===== src/hdl/nvm_sec_map.svh =====
// Address map, field positions, codes and reset values of the security logic.
`ifndef NVM_SEC_MAP_SVH
`define NVM_SEC_MAP_SVH

// Non-volatile options/security byte and its paged alias.
`define SEC_BYTE_ADDR 16'hff0f
`define SEC_ALIAS_ADDR 16'hbf0f
`define SEC_ALIAS_PAGE 8'h3f

// Backdoor key bytes, eight in a row.
`define KEY_BASE_ADDR 16'hff00
`define KEY_BYTES 4'h8

// Status register of this block.
`define STATUS_ADDR 16'h0100

// Sector that holds the byte, the key and the vectors.
`define SECTOR_LO_ADDR 16'hfe00
`define SECTOR_HI_ADDR 16'hffff

// Field positions inside the options/security byte.
`define KEYEN_MSB 7
`define KEYEN_LSB 6
`define NV_MSB 5
`define NV_LSB 2
`define SEC_MSB 1
`define SEC_LSB 0

// Field codes.
`define SEC_UNSECURED 2'h2
`define SEC_PREFERRED 2'h1
`define KEYEN_ENABLED 2'h2
`define KEY_WORD_ZERO 16'h0000
`define KEY_WORD_ONES 16'hffff

// Reset values; an all-zero copy reads as secured.
`define COPY_RESET 8'h00
`define KEY_RESET 64'h0000_0000_0000_0000
`define ADDR_RESET 16'h0000
`define BYTE_RESET 8'h00

`endif


===== src/hdl/nvm_sec_pkg.sv =====
// Types shared by the security control logic.
`default_nettype none

package nvm_sec_pkg;

  // Operating mode supplied by the mode logic.
  typedef enum logic [1:0] {
    normal_single_chip_mode,
    special_single_chip_mode,
    normal_expanded_mode,
    special_expanded_mode
  } chip_mode_t;

  // Phases of the controller.
  typedef enum logic [0:0] {
    load_phase,
    run_phase
  } phase_t;

  // Complete state of the block.
  typedef struct packed {
    phase_t phase;
    logic [3:0] load_idx;
    logic [63:0] stored_key;
    logic [63:0] entered_key;
    logic [7:0] key_written;
    logic [7:0] copy;
    logic started_single_secured;
    logic backdoor_unlock;
    logic debug_unlock;
    logic bc_failed;
    logic stray;
    logic fw_mapped;
    logic [7:0] rdata;
    logic nvm_rd_req;
    logic [15:0] nvm_rd_addr;
    logic cmd_accept;
    logic cmd_refused;
    logic [15:0] erase_lo;
    logic [15:0] erase_hi;
    logic secure;
    logic debug_port_en;
    logic debug_fw_en;
    logic debug_hw_en;
    logic reg_space_only;
    logic trace_en;
    logic nvm_full_en;
    logic visibility_en;
    logic pipe_status_en;
    logic flash_sel_en;
    logic eeprom_sel_en;
  } sec_state_t;

endpackage

`default_nettype wire


===== src/hdl/nvm_security_control.sv =====
// Security control: loads the security byte and gates debug and memories.
// What this block does
// - Every reset copies the flash options/security byte into the copy.
// - Byte layout: backdoor enable 7:6, option bits 5:2, security 1:0.
// - Only security code 10 unsecures; every other code secures.
// - Backdoor access enabled only when the enable field is 10.
// - The byte also reads at the alias when page select is 3F.
// - Secured normal single chip disables the debug port completely.
// - Secured single chip modes disable execution tracing.
// - Secured parts run only the restricted NVM command set.
// - Secured special single chip: no firmware commands, registers only.
// - Secured special reset runs blank check; pass unsecures, fail restricts.
// - All debug commands are blocked while the blank check runs.
// - Secured part moved to expanded blocks visibility and pipe status.
// - Record a secured single chip start; check PC against memory size.
// - Straying execution disables memory selects and debug until reset.
// - Matching backdoor key write unsecures in normal modes if enabled.
// - A key word of all zeros or all ones never unsecures.
// - Erasing the security byte erases its whole sector.
// - Program or erase of the byte refused while its sector is protected.
// - A reprogrammed security code takes effect only after the next reset.
// - Non-blank secured special reset leaves hardware commands to mass erase.
// - Blank memories on special reset enable every debug command.
// - Secure only when security requested and debug unlock inactive.
// - Debug unlock flag resets to zero, meaning secure.
// - Secure firmware leaves the map one cycle after unlock asserts.
`default_nettype none
`include "nvm_sec_map.svh"

module nvm_security_control (
  input wire logic sys_clk,
  input wire logic reset,
  // Register port.
  input wire logic [15:0] reg_addr,
  input wire logic [7:0] reg_wdata,
  input wire logic reg_write,
  input wire logic reg_read,
  output logic [7:0] reg_rdata,
  input wire logic [7:0] program_page_select,
  // Flash read port used during the load.
  output logic nvm_rd_req,
  output logic [15:0] nvm_rd_addr,
  input wire logic [7:0] nvm_rd_data,
  input wire logic nvm_rd_ack,
  // Mode and execution state.
  input wire nvm_sec_pkg::chip_mode_t chip_mode,
  input wire logic [1:0] pc_high_bits,
  input wire logic [1:0] flash_base_bits,
  // Blank check run by the secure debug firmware.
  input wire logic blank_check_busy,
  input wire logic blank_check_done,
  input wire logic blank_check_pass,
  // NVM command screening.
  input wire logic nvm_cmd_req,
  input wire logic nvm_cmd_full,
  input wire logic nvm_cmd_erase,
  input wire logic [15:0] nvm_cmd_addr,
  input wire logic sector_protected,
  output logic nvm_cmd_accept,
  output logic nvm_cmd_refused,
  output logic [15:0] erase_lo_addr,
  output logic [15:0] erase_hi_addr,
  // Security effects.
  output logic secure,
  output logic backdoor_enabled,
  output logic debug_unlock_flag,
  output logic secure_fw_mapped,
  output logic debug_port_enable,
  output logic debug_fw_cmd_enable,
  output logic debug_hw_cmd_enable,
  output logic debug_reg_space_only,
  output logic trace_enable,
  output logic nvm_full_cmd_enable,
  output logic bus_visibility_enable,
  output logic instruction_pipe_status_enable,
  output logic flash_select_enable,
  output logic eeprom_select_enable
);

  // All state lives in one struct; state_d is its next value.
  nvm_sec_pkg::sec_state_t state_q;
  nvm_sec_pkg::sec_state_t state_d;

  // --------------------------------------------------------------
  // Field decode
  // --------------------------------------------------------------

  logic [1:0] security_state_field;
  logic [1:0] backdoor_enable_field;
  logic [3:0] nonvolatile_option_bits;
  logic secreq;
  logic key_enabled;

  // Decode the copy; only the exact codes unlock anything.
  assign security_state_field =
    state_q.copy[`SEC_MSB:`SEC_LSB];
  assign backdoor_enable_field =
    state_q.copy[`KEYEN_MSB:`KEYEN_LSB];
  assign nonvolatile_option_bits =
    state_q.copy[`NV_MSB:`NV_LSB];
  // Erased flash reads all ones or all zeros; both are secured codes,
  // so a blank part never comes up open.
  assign secreq = security_state_field != `SEC_UNSECURED;
  assign key_enabled = backdoor_enable_field == `KEYEN_ENABLED;

  // --------------------------------------------------------------
  // Key checks
  // --------------------------------------------------------------

  logic [3:0] word_bad;
  logic key_valid;
  logic key_match;

  // A blank or zeroed key word makes the whole key unusable.
  genvar w;
  generate
    for (w = 0; w < 4; w = w + 1) begin : g_word
      assign word_bad[w] =
        state_q.stored_key[16*w +: 16] == `KEY_WORD_ZERO ||
        state_q.stored_key[16*w +: 16] == `KEY_WORD_ONES;
    end
  endgenerate

  // Only a fully valid key is ever compared; a half blank key would
  // make guessing it far cheaper.
  assign key_valid = word_bad == 4'h0;
  assign key_match = state_q.entered_key == state_q.stored_key;

  // --------------------------------------------------------------
  // Mode and address decode
  // --------------------------------------------------------------

  logic mode_single;
  logic mode_normal;
  logic mode_special_single;
  logic in_internal;
  logic sec_read_hit;
  logic key_hit;
  logic unlock;
  logic secure_now;

  // Mode decodes. The top mode bit marks the expanded modes.
  assign mode_single =
    chip_mode == nvm_sec_pkg::normal_single_chip_mode ||
    chip_mode == nvm_sec_pkg::special_single_chip_mode;
  assign mode_normal =
    chip_mode == nvm_sec_pkg::normal_single_chip_mode ||
    chip_mode == nvm_sec_pkg::normal_expanded_mode;
  assign mode_special_single =
    chip_mode == nvm_sec_pkg::special_single_chip_mode;

  // The two top PC bits tell whether code runs from internal flash.
  // The compare is coarse on purpose: two bits split the map in quarters.
  assign in_internal = pc_high_bits >= flash_base_bits;

  // The byte answers at its own address and at the paged alias.
  assign sec_read_hit = reg_addr == `SEC_BYTE_ADDR ||
    (reg_addr == `SEC_ALIAS_ADDR &&
     program_page_select == `SEC_ALIAS_PAGE);

  // A literal cannot be sliced, so the key base is named first; the
  // eight key bytes share every address bit above the low three.
  localparam logic [15:0] key_base_addr = `KEY_BASE_ADDR;
  assign key_hit = reg_addr[15:3] == key_base_addr[15:3];

  // Either unlock path lifts security until the next reset.
  assign unlock = state_q.debug_unlock | state_q.backdoor_unlock;
  assign secure_now = secreq & ~unlock;

  // --------------------------------------------------------------
  // Next state
  // --------------------------------------------------------------

  // Every update of the block's state is worked out here.
  always_comb begin
    state_d = state_q;
    state_d.rdata = `BYTE_RESET;
    state_d.cmd_accept = 1'b0;
    state_d.cmd_refused = 1'b0;

    case (state_q.phase)
      nvm_sec_pkg::load_phase: begin
        // Key bytes first, the security byte last; the request stays up
        // through the whole load.
        state_d.nvm_rd_req = 1'b1;
        if (state_q.nvm_rd_req && nvm_rd_ack) begin
          if (state_q.load_idx < `KEY_BYTES) begin
            state_d.stored_key[8*state_q.load_idx[2:0] +: 8] =
              nvm_rd_data;
            state_d.load_idx = state_q.load_idx + 4'h1;
          end else begin
            // Apart from reset, the only place the copy is ever written.
            state_d.copy = nvm_rd_data;
            state_d.nvm_rd_req = 1'b0;
            state_d.phase = nvm_sec_pkg::run_phase;
            state_d.started_single_secured =
              (nvm_rd_data[`SEC_MSB:`SEC_LSB] != `SEC_UNSECURED) &&
              mode_single;
          end
        end
        // The address follows the updated index. Taken from the old index
        // it would lag by one, and the flash would answer the byte just
        // stored a second time.
        if (state_d.load_idx < `KEY_BYTES) begin
          state_d.nvm_rd_addr =
            {key_base_addr[15:3], state_d.load_idx[2:0]};
        end else begin
          state_d.nvm_rd_addr = `SEC_BYTE_ADDR;
        end
      end
      nvm_sec_pkg::run_phase: begin
        state_d.nvm_rd_req = 1'b0;

        // A full set of eight bytes is compared once, then the mask clears.
        if (state_q.key_written == 8'hff) begin
          state_d.key_written = 8'h00;
          if (key_match && key_valid && key_enabled && mode_normal) begin
            state_d.backdoor_unlock = 1'b1;
          end
        end
        // Backdoor key bytes are taken only where the path is open. The
        // write follows the clear, so a byte landing in the compare cycle
        // is kept for the next attempt instead of being lost.
        if (reg_write && key_hit && mode_normal && key_enabled) begin
          state_d.entered_key[8*reg_addr[2:0] +: 8] = reg_wdata;
          state_d.key_written[reg_addr[2:0]] = 1'b1;
        end

        // The blank check decides the outcome of a secured special reset.
        // Both flags hold until reset; a later passing check still unlocks after a failed one.
        if (blank_check_done && mode_special_single &&
            state_q.started_single_secured) begin
          if (blank_check_pass) begin
            state_d.debug_unlock = 1'b1;
          end else begin
            state_d.bc_failed = 1'b1;
          end
        end

        // Leaving internal flash while secured is sticky until reset.
        // Code can therefore not step out and back in unnoticed.
        if (state_q.started_single_secured && secure_now &&
            !mode_single && !in_internal) begin
          state_d.stray = 1'b1;
        end

        // Screen NVM commands.
        // The live state is used, a cycle ahead of the secure output.
        if (nvm_cmd_req) begin
          if ((nvm_cmd_full && secure_now) ||
              (nvm_cmd_addr >= `SECTOR_LO_ADDR && sector_protected)) begin
            state_d.cmd_refused = 1'b1;
          end else begin
            state_d.cmd_accept = 1'b1;
            if (nvm_cmd_erase && nvm_cmd_addr >= `SECTOR_LO_ADDR) begin
              state_d.erase_lo = `SECTOR_LO_ADDR;
              state_d.erase_hi = `SECTOR_HI_ADDR;
            end
          end
        end
      end
      default: begin
        state_d.phase = nvm_sec_pkg::load_phase;
      end
    endcase

    // Register read answer, valid in the next cycle only.
    // Unmapped addresses read zero, so no stale byte leaks out.
    if (reg_read) begin
      if (sec_read_hit) begin
        state_d.rdata = state_q.copy;
      end else if (reg_addr == `STATUS_ADDR) begin
        state_d.rdata = {state_q.stray, state_q.fw_mapped,
          state_q.bc_failed, state_q.debug_unlock,
          state_q.backdoor_unlock, state_q.started_single_secured,
          secure_now, key_enabled};
      end
    end

    // Firmware leaves the map a cycle after the unlock flag rises.
    // It is only ever mapped in special single chip mode after a secured single chip start.
    state_d.fw_mapped = state_q.started_single_secured &&
      mode_special_single && !state_q.debug_unlock;

    // Registered effects of the security state.
    // Every enable is registered, so no decode glitch reaches the pins.
    state_d.secure = secure_now;
    state_d.debug_port_en = !blank_check_busy && !state_q.stray &&
      !(secure_now &&
        chip_mode == nvm_sec_pkg::normal_single_chip_mode);
    state_d.debug_fw_en = state_d.debug_port_en &&
      !(secure_now && mode_special_single);
    state_d.debug_hw_en = state_d.debug_port_en;
    state_d.reg_space_only = secure_now;
    state_d.trace_en = !(secure_now && mode_single);
    state_d.nvm_full_en = !secure_now;
    state_d.visibility_en =
      !(state_q.started_single_secured && secure_now && !mode_single);
    state_d.pipe_status_en = state_d.visibility_en;
    state_d.flash_sel_en = !state_q.stray;
    state_d.eeprom_sel_en = !state_q.stray;
  end

  // --------------------------------------------------------------
  // State register
  // --------------------------------------------------------------

  // Reset leaves the part secured until the real byte is read back.
  // Trace starts off, so nothing is traced before the first decode.
  always_ff @(posedge sys_clk) begin
    if (reset) begin
      state_q <= '0;
      state_q.phase <= nvm_sec_pkg::load_phase;
      state_q.copy <= `COPY_RESET;
      state_q.stored_key <= `KEY_RESET;
      state_q.entered_key <= `KEY_RESET;
      state_q.debug_unlock <= 1'b0;
      state_q.backdoor_unlock <= 1'b0;
      state_q.nvm_rd_addr <= `ADDR_RESET;
      state_q.erase_lo <= `ADDR_RESET;
      state_q.erase_hi <= `ADDR_RESET;
      state_q.secure <= 1'b1;
      state_q.trace_en <= 1'b0;
    end else begin
      state_q <= state_d;
    end
  end

  // --------------------------------------------------------------
  // Outputs
  // --------------------------------------------------------------

  // Every output comes straight from the state register. The backdoor
  // enable decodes the registered copy, which changes only at load.
  assign reg_rdata = state_q.rdata;
  assign nvm_rd_req = state_q.nvm_rd_req;
  assign nvm_rd_addr = state_q.nvm_rd_addr;
  assign nvm_cmd_accept = state_q.cmd_accept;
  assign nvm_cmd_refused = state_q.cmd_refused;
  assign erase_lo_addr = state_q.erase_lo;
  assign erase_hi_addr = state_q.erase_hi;
  assign secure = state_q.secure;
  assign backdoor_enabled = key_enabled;
  assign debug_unlock_flag = state_q.debug_unlock;
  assign secure_fw_mapped = state_q.fw_mapped;
  assign debug_port_enable = state_q.debug_port_en;
  assign debug_fw_cmd_enable = state_q.debug_fw_en;
  assign debug_hw_cmd_enable = state_q.debug_hw_en;
  assign debug_reg_space_only = state_q.reg_space_only;
  assign trace_enable = state_q.trace_en;
  assign nvm_full_cmd_enable = state_q.nvm_full_en;
  assign bus_visibility_enable = state_q.visibility_en;
  assign instruction_pipe_status_enable = state_q.pipe_status_en;
  assign flash_select_enable = state_q.flash_sel_en;
  assign eeprom_select_enable = state_q.eeprom_sel_en;

endmodule

`default_nettype wire


===== config.mk =====
export PLATFORM = sky130hd
export DESIGN_NAME = nvm_security_control
export DESIGN_NICKNAME = d
export VERILOG_FILES = /design/src/hdl/nvm_sec_pkg.sv /design/src/hdl/nvm_security_control.sv
export VERILOG_INCLUDE_DIRS = /design/src /design/src/hdl
export SDC_FILE = /design/constraint.sdc
export NUM_CORES = 1
export LEC_CHECK = 0
export BUFFER_PORTS_ARGS = -buffer_cell sky130_fd_sc_hd__buf_2
export CORE_ASPECT_RATIO = 1.2
export CORE_MARGIN = 2
export CORE_UTILIZATION = 25
export CTS_CLUSTER_SIZE = 12
export DETAILED_ROUTE_END_ITERATION = 8
export HOLD_SLACK_MARGIN = 0.05
export PLACE_DENSITY_LB_ADDON = 0.05
export REMOVE_ABC_BUFFERS = 1
export SLEW_MARGIN = 20
export SYNTH_ARGS = -nofsm -noshare
export SYNTH_HDL_FRONTEND = slang
export SYNTH_SLANG_ARGS = --single-unit

===== constraint.sdc =====
create_clock -name sys_clk -period 6.5 [get_ports sys_clk]
set_input_delay 0.325 -clock sys_clk [delete_from_list [all_inputs] [get_ports sys_clk]]
set_output_delay 0.325 -clock sys_clk [all_outputs]
set_load 0.03 [all_outputs]

# Word level (Yosys, flattened, before mapping)
# Cells that the tools add are included.
# word_totals
word_cells	148
register_bits	192
in_bits	74
# classes
n_reduce_logical	62
n_shift	4
muxes	20
n_addsub	3
n_lt_le_gt_ge	6
bitwise_logic	10
n_eq_ne	16
# op_table
op	count
69-bit two-way mux	3
64-bit bitwise mux	2
8-bit by 34-bit variable shift with 64-bit output, first input constant	2
8-bit by 34-bit indexed part select with 64-bit output	2
16-bit == test, second input constant	6
68-bit two-way mux	1
6-bit negator with 34-bit output	2
64-bit == test	1
16-bit logical NOT	4
8-bit two-way mux	5
1-bit logical AND	26
16-bit by 9-bit == test with 1-bit output, second input constant	1
16-bit greater-or-equal comparator, second input constant	1
3-bit AND reduction	5
13-bit == test, second input constant	1
1-bit logical NOT	10
8-bit by 6-bit == test with 1-bit output, second input constant	1
8-bit == test, second input constant	1
1-bit logical OR	8
4-bit < comparator, second input constant	2
8-bit OR	1
1-bit NOT	7
1-bit two-way mux	6
4-bit by 1-bit adder with 4-bit output, second input constant	1
18 further kinds	22

# Longest topological paths before layout
# logic_depth
word_depth	8
ltp_mapped	11
ltp_nobuf	8

# Worst setup path after synthesis
# No wires, ideal clock.
# synth_timing
path_type	in2reg
start	input port reg_addr[0]
end	register state_q[108] (netlist name)
cell_stages	11
setup_slack_ps	3793
required_time_ps	6372
n_path_buf	3
arrival_ps	2579
path_cell_list	clkbuf_1 -> inv_1 -> ha_1 -> ha_1 -> clkbuf_1 -> nor2_1 -> o21ai_0 -> or4_1 -> buf_2 -> mux2i_1 -> nor2_1
# synth_between
elab_chain_cells	3
word_cells_on_any_way	4
classes_between	1 x add/sub; 2 x shift; 1 x mux
# synth_lines
item	line	source
start, declared	nvm_security_control.sv:34	input wire logic [15:0] reg_addr,
6-bit negator with 34-bit output (*)	nvm_security_control.sv:225	state_d.entered_key[8*reg_addr[2:0] +: 8] = reg_wdata;
8-bit by 34-bit indexed part select with 64-bit output / 8-bit by 34-bit variable shift with 64-bit output (equally long branches)	nvm_security_control.sv:225	
64-bit bitwise mux (*)	nvm_security_control.sv:225	
end signal, assigned	nvm_security_control.sv:325	state_q <= state_d;
end, declared	nvm_security_control.sv:81	nvm_sec_pkg::sec_state_t state_q;
# Mark *: on every way between the ends. The rest lies on a longest branch, timed or not.
# A chain may end at the register's enable or synchronous reset.

# Worst setup path after layout
# layout_timing
start	register state_q[220] (netlist name)
end	register state_q[209] (netlist name)
# layout_between
elab_chain_cells	6
word_cells_on_any_way	10
classes_between	1 x add/sub; 1 x order compare; 2 x shift; 4 x mux; 2 x reduce/logical
# layout_lines
item	line	source
6-bit negator with 34-bit output	nvm_security_control.sv:188	state_d.stored_key[8*state_q.load_idx[2:0] +: 8] =
8-bit by 34-bit indexed part select with 64-bit output / 8-bit by 34-bit variable shift with 64-bit output (equally long branches)	nvm_security_control.sv:188	
64-bit bitwise mux	nvm_security_control.sv:188	
68-bit two-way mux	nvm_security_control.sv:187	if (state_q.load_idx < `KEY_BYTES) begin
69-bit two-way mux	nvm_security_control.sv:186	if (state_q.nvm_rd_req && nvm_rd_ack) begin
69-bit two-way mux	nvm_security_control.sv:181	case (state_q.phase)
# Parallel ways exist; a longest one is shown, timed or not. The select of a mux whose other input is x is not followed.

==> impl_results.md <==
* Status: finished, final reports clean
* Drt pass-1 iters at 5
* Clock Tree Root: clkbuf_16
* Vias in the first global route at around 6,600
* Chip Width at around 170 um
* Area growth from synthesis to layout at 15.4%
* Pre-CTS setup slack at roughly 3 ns
* Clock power share at about 46%
* Vias per std cell at approximately 4.6
* Max clock buf depth at 2
* IO Pins at between 100 and 150
* Slew @ Worst Pin at between 0.9 and 1 ns
* Commonest non-fill, non-tap cell in the layout: dfxtp_1
* Flops & latches, synth at roughly 180
* Yosys top cell by area: dfxtp_1
* I/O Buffers at 124
* Global route overflow at 0
* Final setup margin at 3.44 ns
* # clock sinks at between 150 and 200
* CP Launch Type: register
* Worst EP required at approximately 7 ns
* Routed len/inst at 19.4 um
* Clock latency at the later pin of the worst-skew pair at 0.44 ns
* Non-Filler Instances at approximately 1,500
* Initial antenna violation count at 0
* Crit Path Class: register to register
* Largest net degree at the start of global routing at 86
* Reg power frac at approximately 47%
* Post-synthesis sequential area ratio at between 40% and 50%
* R2R Path End: state_q[209]
* GPL Wtd Cong at between 0.8 and 0.9
* WP data arrival at 3.42 ns
* RSZ-0062 raised after global routing: no
* Yosys top cell area share at a little over two fifths
* Area after DPL at around 9100 um2
* Final Hold Fails at 0
* TNS Setup at 0 ns
* Tot Pwr at about 2400 uW
* Final setup viols at 0
* Final Slew Violations at 0
* Via Count at 6,953
* Worst-path maximum fanout at 16
* Relative slew slack at roughly 34%
* Pint at 1760 uW
* Max Fclk at about 330 MHz
* Total GRT Usage at ~17%
* Distinct cell type count after synthesis at between 40 and 50
* Crit share post-route at a little under half
* Synth Area per Inst at 8.65 um2
* Hold Crit Endpoint: nvm_cmd_accept
* Fin nets at 1,120
* Psw at 589 uW
* Combinational group share of total power at 6.7%
* First-pass GRT wire length at roughly 42,000 um
* CORE AREA at 33,200 um2
* Max-cap viol count at 0
* Final Cell Area at between 9000 and 10,000 um2
* Worst Reg-to-Reg Cells at 8
* FP Rows at 73
* Filler cell count at approximately 3,600
* Sw Share at approximately 25%
* Hold Crit Start: sector_protected
* Clock Pin Slew Worst Setup and Hold Paths at 0.07 ns
* Layout cells sized above 1 at between 15 and 20%
* Hold crit path type: input pin to register
* Synth Instances at ~970
* Final min period at 3.06 ns
* Synth area leaders: dfxtp_1 43%, mux2i_1 8.0%, nor2_1 5.6%, xor2_1 5.3%, buf_4 5.3%
* Clock Skew at roughly 0.014 ns
* Cells after DPL at around 1,500
* Drt total wl at just under 30,000 um
* Post-synth ARST share at 0%
* Initial Util at about a quarter
* Worst hold stages at 2
* PwrDens at 242 nW/um2
* Initial DRC Count at between 300 and 400
* Cts bufs inserted at 17
* Worst vdd rail ir drop at 0.171 mV
* Antenna diode count at 0
* Yosys warns at 0
* R2R Setup Slk at ~3.4 ns
* Htree depth at 4
* Die Area at approximately 35,000 um2
* DRC Markers at 0
* Post-CTS setup buffers at 0
* Mapped Area at between 8000 and 9000 um2
* Commonest non-fill, non-tap cells in the layout: 179 x dfxtp_1, 125 x nor2_1, 123 x buf_2, 99 x nand2_1, 68 x a21oi_1
* CTS hold repair buffers at 1
* Hpwl dp at about 22,000 um
* Pleak at between 0.003 and 0.004 uW
* Die H at ~210 um
* CTS tree: yes
* Post_cts resized at 0
* CP endpoint kind: register
* Reg-to-reg startpoint: state_q[220]
* Post-synth EDFFs at 0
* Synth Flop Type: dfxtp_1
* DRT antenna net count at 0
## layer usage
metal,share of wire [%],track usage [%],vias to the layer above
met2,50,28.8,179
met3,3.7,2.24,24
li1,-,-,3451
met5,0,0,-
met1,45,21.2,3299
met4,1.5,4.72,0
## power by group through the flow
stage	Combinational [uW]	Sequential, uW	Clock [uW]
after floorplan	65.1	1150	0
after global placement	160	1130	0
after detailed placement	160	1130	0
after CTS	161	1110	1120
after global routing	174	1110	1160
final	158	1110	1090
## area by class of cell
type,instances,area [um2],area share (%)
multi-input cells,693,4240,43.6
flip-flops and latches,179,3580,36.8
repair buffers,133,693,7.13
well taps,450,563,5.79
clock buffers,20,447,4.59
clock inverters,11,153,1.57
inverters,13,48.8,0.502
## kinds of logic (layout without fill, tap and decap cells)
family / after synthesis / count (layout) / synth area share (%)
AND/OR/NAND/NOR: 418 / 418 / 24.8
adder cells (fa/ha/maj): 9 / 9 / 1.34
flip-flops: 179 / 179 / 42.5
other: 1 / 13 / 0.0445
AO/OA/AOI/OAI: 113 / 113 / 7.81
buffers and inverters: 114 / 177 / 7.75
multiplexers: 73 / 73 / 8.76
XOR/XNOR: 67 / 67 / 6.97
## cells in the mapped netlist (3+ instances only)
master / count
a21oi_1: 68
a22oi_1: 15
a31oi_1: 4
a41oi_1: 3
and2_1: 20
and4_1: 3
buf_1: 4
buf_2: 3
buf_4: 59
clkbuf_1: 35
dfxtp_1: 179
ha_1: 9
inv_1: 12
mux2_2: 5
mux2i_1: 67
nand2_1: 99
nand2b_1: 5
nand3_1: 30
nand4_1: 38
nor2_1: 125
nor2b_1: 12
nor3_1: 20
nor3_2: 4
nor3b_1: 4
nor4_1: 36
o21ai_0: 12
or3_1: 4
or4_1: 6
xnor2_1: 16
xor2_1: 51
## state kept, by name, indices dropped and copies added (netlist names), 2 cells and up
name                     count
security_state_field         2
state_q                    144
nonvolatile_option_bits      4
nvm_rd_addr                  5
reg_rdata                    8
backdoor_enable_field        2
## per-stage QoR
stage                     hold slack (ns)  utilization, %
after floorplan                     0.392               -
after global placement              0.453            27.5
after detailed placement            0.454            27.5
after CTS                           0.114            29.3
after global routing                0.130            29.3
final                               0.135            29.3
## how the worst max path moves through the flow
stage | start | slack [ns] | end | cells after the start
6_report | state_q[220] | 3.44 | state_q[209] | 8
4_1_cts | state_q[220] | 3.40 | state_q[209] | 8
2_1_floorplan | erase_lo_addr[9] | 1.26 | erase_lo_addr[9] | 1
3_3_place_gp | state_q[220] | 3.00 | state_q[209] | 8
5_1_grt | state_q[220] | 3.06 | state_q[209] | 8
3_5_place_dp | reg_addr[0] | 3.00 | state_q[110] | 9
## critical path, cell delays in order (launching register included)
cell and delay, ns:
dfxtp_1 0.71, inv_1 0.10, ha_1 0.24, ha_1 0.21, nor2_1 0.33, nand3b_1 0.44
nor3b_2 0.66, nand3_1 0.15, a21oi_1 0.16
Power figures use the tool's default switching activity.
